**src/design/smhp_consts.vh**
```
// Purpose: Constants for the serial-mode host port and pattern pin block.
// Assumes: Byte addresses on an 8-bit APB address, one word per register.
// Notes:   Included by smhp_top.v only.
`ifndef SMHP_CONSTS_VH
`define SMHP_CONSTS_VH

// ----------------------------------------------------------------------
// Register byte offsets
// ----------------------------------------------------------------------
`define SMHP_OFF_CTRL_LINE   8'h00
`define SMHP_OFF_CTRL_BACKPLANE_CLOCK  8'h04
`define SMHP_OFF_CTRL_REPORT 8'h08
`define SMHP_OFF_ERR_ONE     8'h0c
`define SMHP_OFF_ERR_TWO     8'h10
`define SMHP_OFF_IRQ_STATUS  8'h14
`define SMHP_OFF_IRQ_MASK    8'h18

// ----------------------------------------------------------------------
// Field positions
// ----------------------------------------------------------------------
`define SMHP_POS_LINE_STD    7
`define SMHP_POS_RATE_HI     7
`define SMHP_POS_RATE_LO     6
`define SMHP_POS_REPORT_EN   2
`define SMHP_POS_ST_SYNC     0
`define SMHP_POS_ST_ERROR    1
`define SMHP_POS_ST_LIVE     7

// ----------------------------------------------------------------------
// Reset values
// ----------------------------------------------------------------------
`define SMHP_RST_CTRL        8'h00
`define SMHP_RST_IRQ         2'h0
`define SMHP_RST_ERRCNT      16'h0000
`define SMHP_RST_SYNC        11'h600

// ----------------------------------------------------------------------
// Backplane clock phase increments for a 50 MHz pclk
// ----------------------------------------------------------------------
`define SMHP_INC_16M384      32'h53e2d620
`define SMHP_INC_8M192       32'h29f16b10
`define SMHP_INC_4M096       32'h14f8b588
`define SMHP_INC_2M048       32'h0a7c5ac4

// ----------------------------------------------------------------------
// Pattern synchroniser and serial port counts
// ----------------------------------------------------------------------
`define SMHP_SYNC_GOOD       6'h20
`define SMHP_SYNC_BAD        3'h4
`define SMHP_SP_LAST         5'h0f
`define SMHP_SP_ADDR_LAST    5'h07

`endif

```
**src/design/smhp_top.v**
```verilog
// Purpose: Serial host port, reset, alert, backplane clock and pattern
//          error logic of a line interface unit, with an APB register view.
// Assumes: All non-APB pins are asynchronous to pclk and are synchronised first.
// Notes:   Overview of operation follows.
//
// Overview of operation
// - Serial port activity counts only while chip select is held low.
// - Serial input sampled on rising edge if select is 0, falling if 1.
// - Serial output valid on rising edge if select is 0, falling if 1.
// - Backplane clock rate 16.384/8.192/4.096/2.048 MHz from two rate bits.
// - In hardware mode the backplane clock runs at 16.384 MHz.
// - Hardware reset low returns every control bit to zero.
// - Open-drain active-low alert while unmasked status conditions are present.
// - Receiver hunts for 2^15-1 or 2^20-1 pattern per line standard bit.
// - Pattern error output high out of sync, low once synchronised.
// - Each bit error in sync gives a one bit period high pulse.
// - With report enable set, bit errors in sync accumulate in error counters.
// - Recovered clock out follows the line, else the master clock.
//
// Design decisions made here: the address map and the APB register port.
`timescale 1ns/1ns
`include "smhp_consts.vh"

module smhp_top #(
	parameter ADDR_W = 8
) (
	// APB slave
	input  wire              pclk,
	input  wire              presetn,
	input  wire              psel,
	input  wire              penable,
	input  wire              pwrite,
	input  wire [ADDR_W-1:0] paddr,
	input  wire [31:0]       pwdata,
	output reg  [31:0]       prdata,
	output reg               pready,
	output reg               pslverr,
	// Serial host port pins
	input  wire              cs_n,
	input  wire              sclk,
	input  wire              serial_in,
	input  wire              input_edge_select,
	input  wire              output_edge_select,
	output reg               serial_out,
	output reg               serial_out_oe,
	// Reset, mode and alert pins
	input  wire              hardware_reset_n,
	input  wire              hw_mode,
	output reg               alert_n_out,
	output reg               alert_n_oe,
	output reg               irq,
	// Line side pins
	input  wire              mclk,
	input  wire              rclk_in,
	input  wire              rx_data,
	input  wire              line_signal_present,
	output reg               rclk_out,
	output reg               backplane_clock,
	output reg               pattern_error_out
);

	// ------------------------------------------------------------------
	// Pin synchronisers
	// ------------------------------------------------------------------
	localparam S_HARDWARE_RESET_N = 10, S_CS = 9, S_SCLK = 8, S_SIN = 7, S_IES = 6;
	localparam S_OES = 5, S_RCLK = 4, S_RXD = 3, S_MCLK = 2, S_SIG = 1;
	localparam S_HW = 0;

	reg  [10:0] pin_meta_reg;
	reg  [10:0] pin_sync_reg;
	reg         sclk_prev_reg;
	reg         rclk_prev_reg;

	always @(posedge pclk or negedge presetn) begin
		if (!presetn) begin
			pin_meta_reg  <= `SMHP_RST_SYNC;
			pin_sync_reg  <= `SMHP_RST_SYNC;
			sclk_prev_reg <= 1'b0;
			rclk_prev_reg <= 1'b0;
		end else begin
			pin_meta_reg  <= {hardware_reset_n, cs_n, sclk, serial_in,
				input_edge_select, output_edge_select, rclk_in, rx_data,
				mclk, line_signal_present, hw_mode};
			pin_sync_reg  <= pin_meta_reg;
			sclk_prev_reg <= pin_sync_reg[S_SCLK];
			rclk_prev_reg <= pin_sync_reg[S_RCLK];
		end
	end

	wire hardware_reset_n_n    = pin_sync_reg[S_HARDWARE_RESET_N];
	wire cs_act    = ~pin_sync_reg[S_CS];
	wire sclk_rise = pin_sync_reg[S_SCLK] & ~sclk_prev_reg;
	wire sclk_fall = ~pin_sync_reg[S_SCLK] & sclk_prev_reg;
	wire rclk_rise = pin_sync_reg[S_RCLK] & ~rclk_prev_reg;
	wire sp_sample = pin_sync_reg[S_IES] ? sclk_fall : sclk_rise;
	wire sp_launch = pin_sync_reg[S_OES] ? sclk_fall : sclk_rise;

	// ------------------------------------------------------------------
	// Register state
	// ------------------------------------------------------------------
	reg  [7:0]  ctrl_line_reg;
	reg  [7:0]  ctrl_backplane_clock_reg;
	reg  [7:0]  ctrl_report_reg;
	reg  [1:0]  irq_status_reg;
	reg  [1:0]  irq_mask_reg;
	reg  [15:0] err_cnt_reg;
	reg         sync_reg;

	function [8:0] smhp_read;
		input [7:0] addr;
		begin
			case (addr)
				`SMHP_OFF_CTRL_LINE:   smhp_read = {1'b1, ctrl_line_reg};
				`SMHP_OFF_CTRL_BACKPLANE_CLOCK:  smhp_read = {1'b1, ctrl_backplane_clock_reg};
				`SMHP_OFF_CTRL_REPORT: smhp_read = {1'b1, ctrl_report_reg};
				`SMHP_OFF_ERR_ONE:     smhp_read = {1'b1, err_cnt_reg[15:8]};
				`SMHP_OFF_ERR_TWO:     smhp_read = {1'b1, err_cnt_reg[7:0]};
				`SMHP_OFF_IRQ_STATUS:  smhp_read = {1'b1, sync_reg, 5'h00,
					irq_status_reg};
				`SMHP_OFF_IRQ_MASK:    smhp_read = {1'b1, 6'h00,
					irq_mask_reg};
				default:               smhp_read = 9'h000;
			endcase
		end
	endfunction

	// ------------------------------------------------------------------
	// Serial host port
	// ------------------------------------------------------------------
	reg  [4:0]  sp_cnt_reg;
	reg  [15:0] sp_sh_reg;
	reg  [7:0]  sp_out_reg;
	reg         sp_rd_reg;

	wire [15:0] sp_word = {sp_sh_reg[14:0], pin_sync_reg[S_SIN]};
	wire [8:0]  sp_rdata = sp_word[6] ? 9'h000 :
		smhp_read({sp_word[5:0], 2'b00});
	wire        sp_wr = cs_act & sp_sample & (sp_cnt_reg == `SMHP_SP_LAST) &
		~sp_word[15] & ~sp_word[14];

	always @(posedge pclk or negedge presetn) begin
		if (!presetn) begin
			sp_cnt_reg    <= 5'h00;
			sp_sh_reg     <= 16'h0000;
			sp_out_reg    <= 8'h00;
			sp_rd_reg     <= 1'b0;
			serial_out    <= 1'b0;
			serial_out_oe <= 1'b0;
		end else if (!cs_act) begin
			sp_cnt_reg    <= 5'h00;
			sp_rd_reg     <= 1'b0;
			serial_out_oe <= 1'b0;
		end else begin
			if (sp_sample && sp_cnt_reg <= `SMHP_SP_LAST) begin
				sp_sh_reg  <= sp_word;
				sp_cnt_reg <= sp_cnt_reg + 5'h01;
				if (sp_cnt_reg == `SMHP_SP_ADDR_LAST && sp_word[7]) begin
					sp_out_reg <= sp_rdata[7:0];
					sp_rd_reg  <= 1'b1;
				end
			end
			if (sp_launch && sp_rd_reg) begin
				serial_out    <= sp_out_reg[7];
				sp_out_reg    <= {sp_out_reg[6:0], 1'b0};
				serial_out_oe <= 1'b1;
			end
		end
	end

	// ------------------------------------------------------------------
	// APB slave
	// ------------------------------------------------------------------
	wire [8:0] apb_rdata = smhp_read(paddr[7:0]);
	wire       apb_wr    = psel & penable & pready & pwrite;
	wire       wr_en     = apb_wr | sp_wr;
	wire [7:0] wr_addr   = apb_wr ? paddr[7:0] : {sp_word[13:8], 2'b00};
	wire [7:0] wr_data   = apb_wr ? pwdata[7:0] : sp_word[7:0];

	always @(posedge pclk or negedge presetn) begin
		if (!presetn) begin
			pready  <= 1'b0;
			pslverr <= 1'b0;
			prdata  <= 32'h00000000;
		end else begin
			pready  <= psel & ~penable;
			pslverr <= psel & ~penable & ~apb_rdata[8];
			if (psel && !penable) begin
				prdata <= {24'h000000, apb_rdata[7:0]};
			end
		end
	end

	// ------------------------------------------------------------------
	// Pattern checker
	// ------------------------------------------------------------------
	reg  [19:0] prbs_reg;
	reg  [5:0]  good_cnt_reg;
	reg  [2:0]  bad_cnt_reg;
	reg         sync_next;
	reg  [5:0]  good_next;
	reg  [2:0]  bad_next;

	wire line_bit = pin_sync_reg[S_RXD];
	wire long_pat = ctrl_line_reg[`SMHP_POS_LINE_STD];
	wire predict  = long_pat ? (prbs_reg[19] ^ prbs_reg[16]) :
		(prbs_reg[14] ^ prbs_reg[13]);
	wire bit_err  = rclk_rise & (predict != line_bit);
	wire sync_err = bit_err & sync_reg;
	wire sync_chg = rclk_rise & (sync_next != sync_reg);

	always @* begin
		sync_next = sync_reg;
		good_next = good_cnt_reg;
		bad_next  = bad_cnt_reg;
		if (predict == line_bit) begin
			good_next = good_cnt_reg + 6'h01;
			if (!sync_reg && good_next == `SMHP_SYNC_GOOD) begin
				sync_next = 1'b1;
				good_next = 6'h00;
			end else if (sync_reg && good_next == `SMHP_SYNC_GOOD) begin
				bad_next  = 3'h0;
				good_next = 6'h00;
			end
		end else begin
			good_next = 6'h00;
			if (sync_reg) begin
				bad_next = bad_cnt_reg + 3'h1;
				if (bad_next == `SMHP_SYNC_BAD) begin
					sync_next = 1'b0;
					bad_next  = 3'h0;
				end
			end
		end
	end

	always @(posedge pclk or negedge presetn) begin
		if (!presetn) begin
			prbs_reg          <= 20'h00000;
			good_cnt_reg      <= 6'h00;
			bad_cnt_reg       <= 3'h0;
			sync_reg          <= 1'b0;
			pattern_error_out <= 1'b1;
		end else if (rclk_rise) begin
			prbs_reg          <= {prbs_reg[18:0], line_bit};
			good_cnt_reg      <= good_next;
			bad_cnt_reg       <= bad_next;
			sync_reg          <= sync_next;
			pattern_error_out <= ~sync_next | sync_err;
		end
	end

	// ------------------------------------------------------------------
	// Control, counters and interrupt
	// ------------------------------------------------------------------
	wire [1:0] irq_set = {sync_err, sync_chg};

	always @(posedge pclk or negedge presetn) begin
		if (!presetn) begin
			ctrl_line_reg   <= `SMHP_RST_CTRL;
			ctrl_backplane_clock_reg  <= `SMHP_RST_CTRL;
			ctrl_report_reg <= `SMHP_RST_CTRL;
			irq_mask_reg    <= `SMHP_RST_IRQ;
			irq_status_reg  <= `SMHP_RST_IRQ;
			err_cnt_reg     <= `SMHP_RST_ERRCNT;
		end else if (!hardware_reset_n_n) begin
			ctrl_line_reg   <= `SMHP_RST_CTRL;
			ctrl_backplane_clock_reg  <= `SMHP_RST_CTRL;
			ctrl_report_reg <= `SMHP_RST_CTRL;
			irq_mask_reg    <= `SMHP_RST_IRQ;
			irq_status_reg  <= `SMHP_RST_IRQ;
			err_cnt_reg     <= `SMHP_RST_ERRCNT;
		end else begin
			if (wr_en && wr_addr == `SMHP_OFF_CTRL_LINE)
				ctrl_line_reg <= wr_data;
			if (wr_en && wr_addr == `SMHP_OFF_CTRL_BACKPLANE_CLOCK)
				ctrl_backplane_clock_reg <= wr_data;
			if (wr_en && wr_addr == `SMHP_OFF_CTRL_REPORT)
				ctrl_report_reg <= wr_data;
			if (wr_en && wr_addr == `SMHP_OFF_IRQ_MASK)
				irq_mask_reg <= wr_data[1:0];
			if (wr_en && wr_addr == `SMHP_OFF_IRQ_STATUS)
				irq_status_reg <= (irq_status_reg & ~wr_data[1:0]) | irq_set;
			else
				irq_status_reg <= irq_status_reg | irq_set;
			if (ctrl_report_reg[`SMHP_POS_REPORT_EN] && sync_err &&
				err_cnt_reg != 16'hffff)
				err_cnt_reg <= err_cnt_reg + 16'h0001;
			else if (wr_en && wr_addr == `SMHP_OFF_ERR_ONE)
				err_cnt_reg <= `SMHP_RST_ERRCNT;
		end
	end

	wire irq_any = |(irq_status_reg & irq_mask_reg);

	always @(posedge pclk or negedge presetn) begin
		if (!presetn) begin
			irq         <= 1'b0;
			alert_n_out <= 1'b0;
			alert_n_oe  <= 1'b0;
		end else begin
			irq         <= irq_any;
			alert_n_out <= 1'b0;
			alert_n_oe  <= irq_any;
		end
	end

	// ------------------------------------------------------------------
	// Backplane clock and recovered clock output
	// ------------------------------------------------------------------
	reg  [31:0] bp_acc_reg;
	reg  [31:0] bp_inc;

	always @* begin
		case ({ctrl_backplane_clock_reg[`SMHP_POS_RATE_HI],
			ctrl_backplane_clock_reg[`SMHP_POS_RATE_LO]} & {2{~pin_sync_reg[S_HW]}})
			2'b00:   bp_inc = `SMHP_INC_16M384;
			2'b01:   bp_inc = `SMHP_INC_8M192;
			2'b10:   bp_inc = `SMHP_INC_4M096;
			2'b11:   bp_inc = `SMHP_INC_2M048;
			default: bp_inc = `SMHP_INC_16M384;
		endcase
	end

	always @(posedge pclk or negedge presetn) begin
		if (!presetn) begin
			bp_acc_reg      <= 32'h00000000;
			backplane_clock <= 1'b0;
			rclk_out        <= 1'b0;
		end else begin
			bp_acc_reg      <= rclk_rise ? 32'h00000000 :
				bp_acc_reg + bp_inc;
			backplane_clock <= bp_acc_reg[31];
			rclk_out        <= pin_sync_reg[S_SIG] ?
				pin_sync_reg[S_RCLK] : pin_sync_reg[S_MCLK];
		end
	end

endmodule // smhp_top

```
**config.mk**
```make
export PLATFORM = sky130hd
export DESIGN_NAME = smhp_top
export DESIGN_NICKNAME = d
export VERILOG_FILES = /design/src/design/smhp_top.v
export VERILOG_INCLUDE_DIRS = /design/src /design/src/design
export SDC_FILE = /design/constraint.sdc
export NUM_CORES = 1
export LEC_CHECK = 0
export CAP_MARGIN = 5
export CORE_UTILIZATION = 60
export CTS_CLUSTER_DIAMETER = 120
export CTS_CLUSTER_SIZE = 20
export DETAILED_ROUTE_END_ITERATION = 6
export DONT_BUFFER_PORTS = 1
export MAX_ROUTING_LAYER = met4
export PLACE_DENSITY = 0.83
export SYNTH_ARGS = -nofsm -noshare
export SYNTH_HDL_FRONTEND = slang
export SYNTH_SLANG_ARGS = --single-unit
export TNS_END_PERCENT = 20
```
**constraint.sdc**
```tcl
create_clock -name pclk -period 3.95 [get_ports pclk]
set_input_delay 0 -clock pclk [delete_from_list [all_inputs] [get_ports pclk]]
set_output_delay 0 -clock pclk [all_outputs]
set_load 0.02 [all_outputs]
```
**Word level (Yosys, flattened, before mapping)**

Cells that the tools add are included.

- Register bits: 175
- Bits of input ports: 56
- Output and inout port bits: 42

- Add/sub/neg operators: 5
- Order comparisons: 1
- Equal/unequal tests: 35
- Multiplexer cells: 46
- Bitwise operators: 35
- Reductions and logical operators: 32

Operators by type and width:

| kind | count |
|---|---|
| $pmux 32 s4 | 1 |
| $mux 8 | 12 |
| $pmux 9 s7 | 1 |
| $pmux 8 s7 | 1 |
| $mux 16 | 3 |
| $eq 8x5->1 const B | 5 |
| $add 32x32->32 | 1 |
| $eq 8x4->1 const B | 4 |
| $mux 32 | 1 |
| $eq 6x3->1 const B | 3 |
| $mux 6 | 3 |
| $add 16x1->16 const B | 1 |
| $eq 8x3->1 const B | 2 |
| $logic_not 8->1 | 2 |
| $ne 16x16->1 const B | 1 |
| $and 1x1->1 | 15 |
| $mux 3 | 5 |
| $logic_and 1x1->1 | 14 |
| $mux 1 | 13 |
| $eq 6x2->1 const B | 2 |
| $reduce_bool 2->1 | 6 |
| $mux 5 | 2 |
| $ne 2x1->1 const B | 5 |
| $not 1->1 | 10 |
| other kinds (28) | 41 |

**Longest topological paths before layout**

- Depth in word-level cells: 12
- Mapped depth: 16
- Mapped depth without buffers: 14

**Least setup slack after synthesis**

OpenSTA, ideal clock, no wires.

- Path type: reg-to-reg
- Start point: reg ctrl_backplane_clock_reg[6]
- End point: reg bp_acc_reg[30]
- Arrival: 3.136 ns
- Required time: 3.871 ns
- Setup slack: 0.734 ns
- Stages on the path, launching flop included: 16
- Path buffers: 1
- Period minus slack after synthesis: 3.216 ns
- Cell sequence: dfrtp_1 -> nand2b_1 -> inv_2 -> buf_6 -> ha_1 -> ha_1 -> ha_1 -> a21oi_1 -> o21ai_1 -> a31oi_4 -> o21a_4 -> o211ai_2 -> a31o_1 -> a211o_1 -> a211oi_2 -> mux2i_1

- Word-level cells in the longest chain between the ends: 5

RTL lines:

| item | RTL line | source |
|---|---|---|
| start, declared | smhp_top.v:102 | `reg [7:0] ctrl_backplane_clock_reg;` |
| start signal, assigned | smhp_top.v:260 | `` ctrl_backplane_clock_reg <= `SMHP_RST_CTRL; `` |
| start signal, assigned | smhp_top.v:267 | `` ctrl_backplane_clock_reg <= `SMHP_RST_CTRL; `` |
| start signal, assigned | smhp_top.v:276 | `ctrl_backplane_clock_reg <= wr_data;` |
| $and 2x2->2 * | smhp_top.v:314 | `` case ({ctrl_backplane_clock_reg[`SMHP_POS_RATE_HI], `` |
| $eq 2x2->1 (tied with other cells) | smhp_top.v:314 |  |
| $pmux 32 s4 * | smhp_top.v:314 |  |
| $add 32x32->32 * | smhp_top.v:331 | `bp_acc_reg + bp_inc;` |
| $mux 32 * | smhp_top.v:330 | `bp_acc_reg <= rclk_rise ? 32'h00000000 :` |
| end signal, assigned | smhp_top.v:330 |  |
| end, declared | smhp_top.v:310 | `reg [31:0] bp_acc_reg;` |

Mark *: on every way between the ends. The rest lies on a longest branch, timed or not. The select of a mux whose other input is x is not followed.
A chain may end at the register's enable or synchronous reset.

**Final worst setup path**

- Start point: reg pin_sync_reg[0]
- End point: reg bp_acc_reg[30]

- Word-level cells in the longest chain between the ends: 6

RTL lines:

| item | RTL line | source |
|---|---|---|
| start, declared | smhp_top.v:70 | `reg [10:0] pin_sync_reg;` |
| start signal, assigned | smhp_top.v:77 | `` pin_sync_reg <= `SMHP_RST_SYNC; `` |
| start signal, assigned | smhp_top.v:84 | `pin_sync_reg <= pin_meta_reg;` |
| $not 1->1 * | smhp_top.v:315 | `` ctrl_backplane_clock_reg[`SMHP_POS_RATE_LO]} & {2{~pin_sync_reg[S_HW]}}) `` |
| $and 2x2->2 * | smhp_top.v:314 |  |
| $eq 2x2->1 (tied with other cells) | smhp_top.v:314 |  |
| $pmux 32 s4 * | smhp_top.v:314 |  |
| $add 32x32->32 * | smhp_top.v:331 |  |
| $mux 32 * | smhp_top.v:330 |  |

Marks and branches as above.

==> results.json <==
{
  "status": "complete, but fails checks",
  "violations": "hold timing",
  "wl_um": 21820,
  "post-route-min-period_ns": 3.497,
  "port-buffer-count": 0,
  "grtUsageTotal": 0.2882,
  "numCtsBuffers": 17,
  "core_um2": 15370,
  "grt_overflow": 0,
  "rows": 45,
  "rsz0062_at_grt": "no",
  "critPathLaunchType": "register",
  "insertion_delay_ns": 0.43,
  "drive_above_1_share": 0.09538,
  "ys_seq_area_frac": 0.4538,
  "cts.hold.buffers_added": 26,
  "dr.pass1.iters": 7,
  "timing.max_cap.violations": 0,
  "cp.required_ns": 4.30,
  "dp_hpwl_um": 14060,
  "yosys_warnings": 0,
  "dominantRegCellSynth": "dfrtp_1",
  "slowest_delay_ns": 0.37,
  "relSlewSlack": 0.07411,
  "drcViolationCount": 0,
  "antenna_found_initial": 0,
  "timing.critical_path.fanout_max": 13,
  "post_cts_resized": 0,
  "diodes": 0,
  "io_pins": 98,
  "end_kind": "register",
  "routabilityCongestion": 0.9017,
  "path_cells": "nand2b_1, inv_2, ha_1, inv_1, ha_1, and2_2, and3_1, o21ai_0, o211ai_2, a31o_1, a211o_1, a211oi_2, mux2i_1",
  "arrival_ns": 3.85,
  "placed_area_um2": 9578,
  "die_y_um": 128.2,
  "hold_ws_ns": -0.7385,
  "synth_area_um2": 9554,
  "synth_common_cells": "168 x dfrtp_1, 128 x nand2_1, 111 x nor2_1",
  "cts_setup_buffers": 0,
  "combPwrFrac": 0.271,
  "r2r_end": "bp_acc_reg[30]",
  "grt_start_max_net_pins": 174,
  "power_density_nw_per_um2": 520.8,
  "cts-root-buf": "clkbuf_16",
  "reg2reg_from": "pin_sync_reg[0]",
  "cts_buffer_depth": 2,
  "tritoncts": "yes",
  "clock_sinks": 173,
  "tns_ns": 0,
  "p_clk_frac": 0.317,
  "min_path_type": "in -> async",
  "async_flop_share": 1.000,
  "ant_nets": 0,
  "hold_viol": 173,
  "nFillCells": 1170,
  "worst_pin_slew_ns": 1.376,
  "cts.reportedPaths.clkPinSlew_ns": 0.06,
  "syn_area_per_cell_um2": 9.564,
  "wl_per_cell_um": 17.77,
  "yosys.area.top_type": "dfrtp_1",
  "vias_per_cell": 6.029,
  "p_sw_uw": 1793,
  "via_count": 7403,
  "netlist_instances": 999,
  "ys_ff_latch": 173,
  "irDropWorstVdd_mv": 0.3749,
  "die_w_um": 128.2,
  "crit_path_top_delay_cell": "dfrtp_1",
  "finalCritPeriodShare": 0.8854,
  "rr_worst_depth": 13,
  "fin_nets": 1096,
  "power_frac_seq": 0.411,
  "final_area_um2": 10440,
  "cp_common_cell": "ha_1",
  "skew_ns": 0.009937,
  "p_int_uw": 3642,
  "critPathKind": "reg -> reg",
  "grt_pass1_wl_um": 36050,
  "grt_pass1_vias": 7126,
  "drtIter0Drc": 878,
  "slew_violations": 0,
  "syn_to_final_growth_pct": 9.233,
  "synthTopCellsByArea": "dfrtp_1 44%, nand2_1 5.0%, ha_1 4.7%",
  "finalSetupViolations": 0,
  "cp.depth": 13,
  "cp_num_buf_inv": 2,
  "die_area_um2": 16430,
  "yosys.cell_count.top_type": "dfrtp_1",
  "critPathTopFamily": "compound AO/OA/AOI/OAI gates",
  "htreeDepth": 4,
  "leakage_uw": 0.004891,
  "start_util": 0.6216,
  "largest_register_ffs": 30,
  "clock.fmax_mhz": 285.9,
  "yosysTopAreaCellShare": 0.4400,
  "rrSetupSlack_ns": 0.45,
  "synth-edff-count": 0,
  "switching_share": 0.3299,
  "synth_cell_types": 73
}
-- placed cells by master (no fill, tap or decap), types with 20 or more instances in the layout --
| cell type | instances |
|---|---|
| mux2_2 | 33 |
| conb_1 | 25 |
| a21oi_1 | 43 |
| mux2i_1 | 37 |
| nand2_1 | 128 |
| dfrtp_1 | 168 |
| ha_1 | 36 |
| nor2_1 | 111 |
| o21ai_0 | 55 |
| xor2_1 | 20 |
| nand3_1 | 28 |
| dlygate4sd3_1 | 26 |
| inv_1 | 22 |
-- metal layers --
| metal | routed length (um) | track usage | part of all wire | up-vias |
|---|---|---|---|---|
| met1 | 9695 | 0.3843 | 0.44 | 3614 |
| li1 | - | - | - | 3501 |
| met3 | 1485 | 0.07262 | 0.068 | 27 |
| met2 | 10370 | 0.4372 | 0.48 | 261 |
| met4 | 263 | 0.08166 | 0.012 | 0 |
| met5 | 0 | - | 0 | - |
-- logic make-up after synthesis --
family / after synthesis / synth area share
muxes: 71 / 0.08002
adders and majority gates: 41 / 0.05251
DFF: 173 / 0.4538
AOI/OAI and AO/OA: 220 / 0.1549
other: 1 / 0.0003925
xor gates and xnor gates: 41 / 0.03916
and+or+nand+nor: 357 / 0.1691
buffers and inverters: 95 / 0.05016
-- stage by stage --
stage	setup slack [ns]	instances	utilization	total power, uW
2_1_floorplan	0.7343	1023	-	3419
5_1_grt	0.2400	1228	0.6790	5715
6_report	0.4527	1228	0.6790	5435
3_3_place_gp	0.6049	1170	0.6231	3636
4_1_cts	0.4902	1228	0.6790	5416
3_5_place_dp	0.5225	1170	0.6231	3681
-- area by class of cell --
cell class                 count  area [um^2]  share of cell area
clock buffer                  19        432.9             0.04148
sequential                   173         4335              0.4154
multi-input combinational    755         4837              0.4635
timing repair buffer          32        305.3             0.02925
clock inverter                13        165.2             0.01583
tap                          211        264.0             0.02530
inverter                      25        96.34            0.009231
-- how the worst max path moves through the flow --
stage / startpoint / to
detailed placement: pin_sync_reg[0] / bp_acc_reg[30]
global route: pin_sync_reg[0] / bp_acc_reg[30]
global placement: pin_sync_reg[0] / bp_acc_reg[30]
CTS: pin_sync_reg[0] / bp_acc_reg[30]
finish: pin_sync_reg[0] / bp_acc_reg[30]
floorplan: ctrl_backplane_clock_reg[6] / bp_acc_reg[30]
-- worst register-to-register path, stage by stage, from the launching register on --
cell,delay (ns)
dfrtp_1,0.37
nand2b_1,0.17
inv_2,0.22
ha_1,0.35
inv_1,0.07
ha_1,0.35
and2_2,0.26
and3_1,0.18
o21ai_0,0.26
o211ai_2,0.17
a31o_1,0.26
a211o_1,0.34
a211oi_2,0.22
mux2i_1,0.21
-- power groups by stage --
stage / clock (uW) / sequential (uW) / combinational [uW]
6_report: 1720 / 2240 / 1470
5_1_grt: 1820 / 2260 / 1630
4_1_cts: 1740 / 2230 / 1450
3_5_place_dp: 0 / 2260 / 1420
3_3_place_gp: 0 / 2250 / 1390
2_1_floorplan: 0 / 2150 / 1270
(Power assumes the default switching activity.)
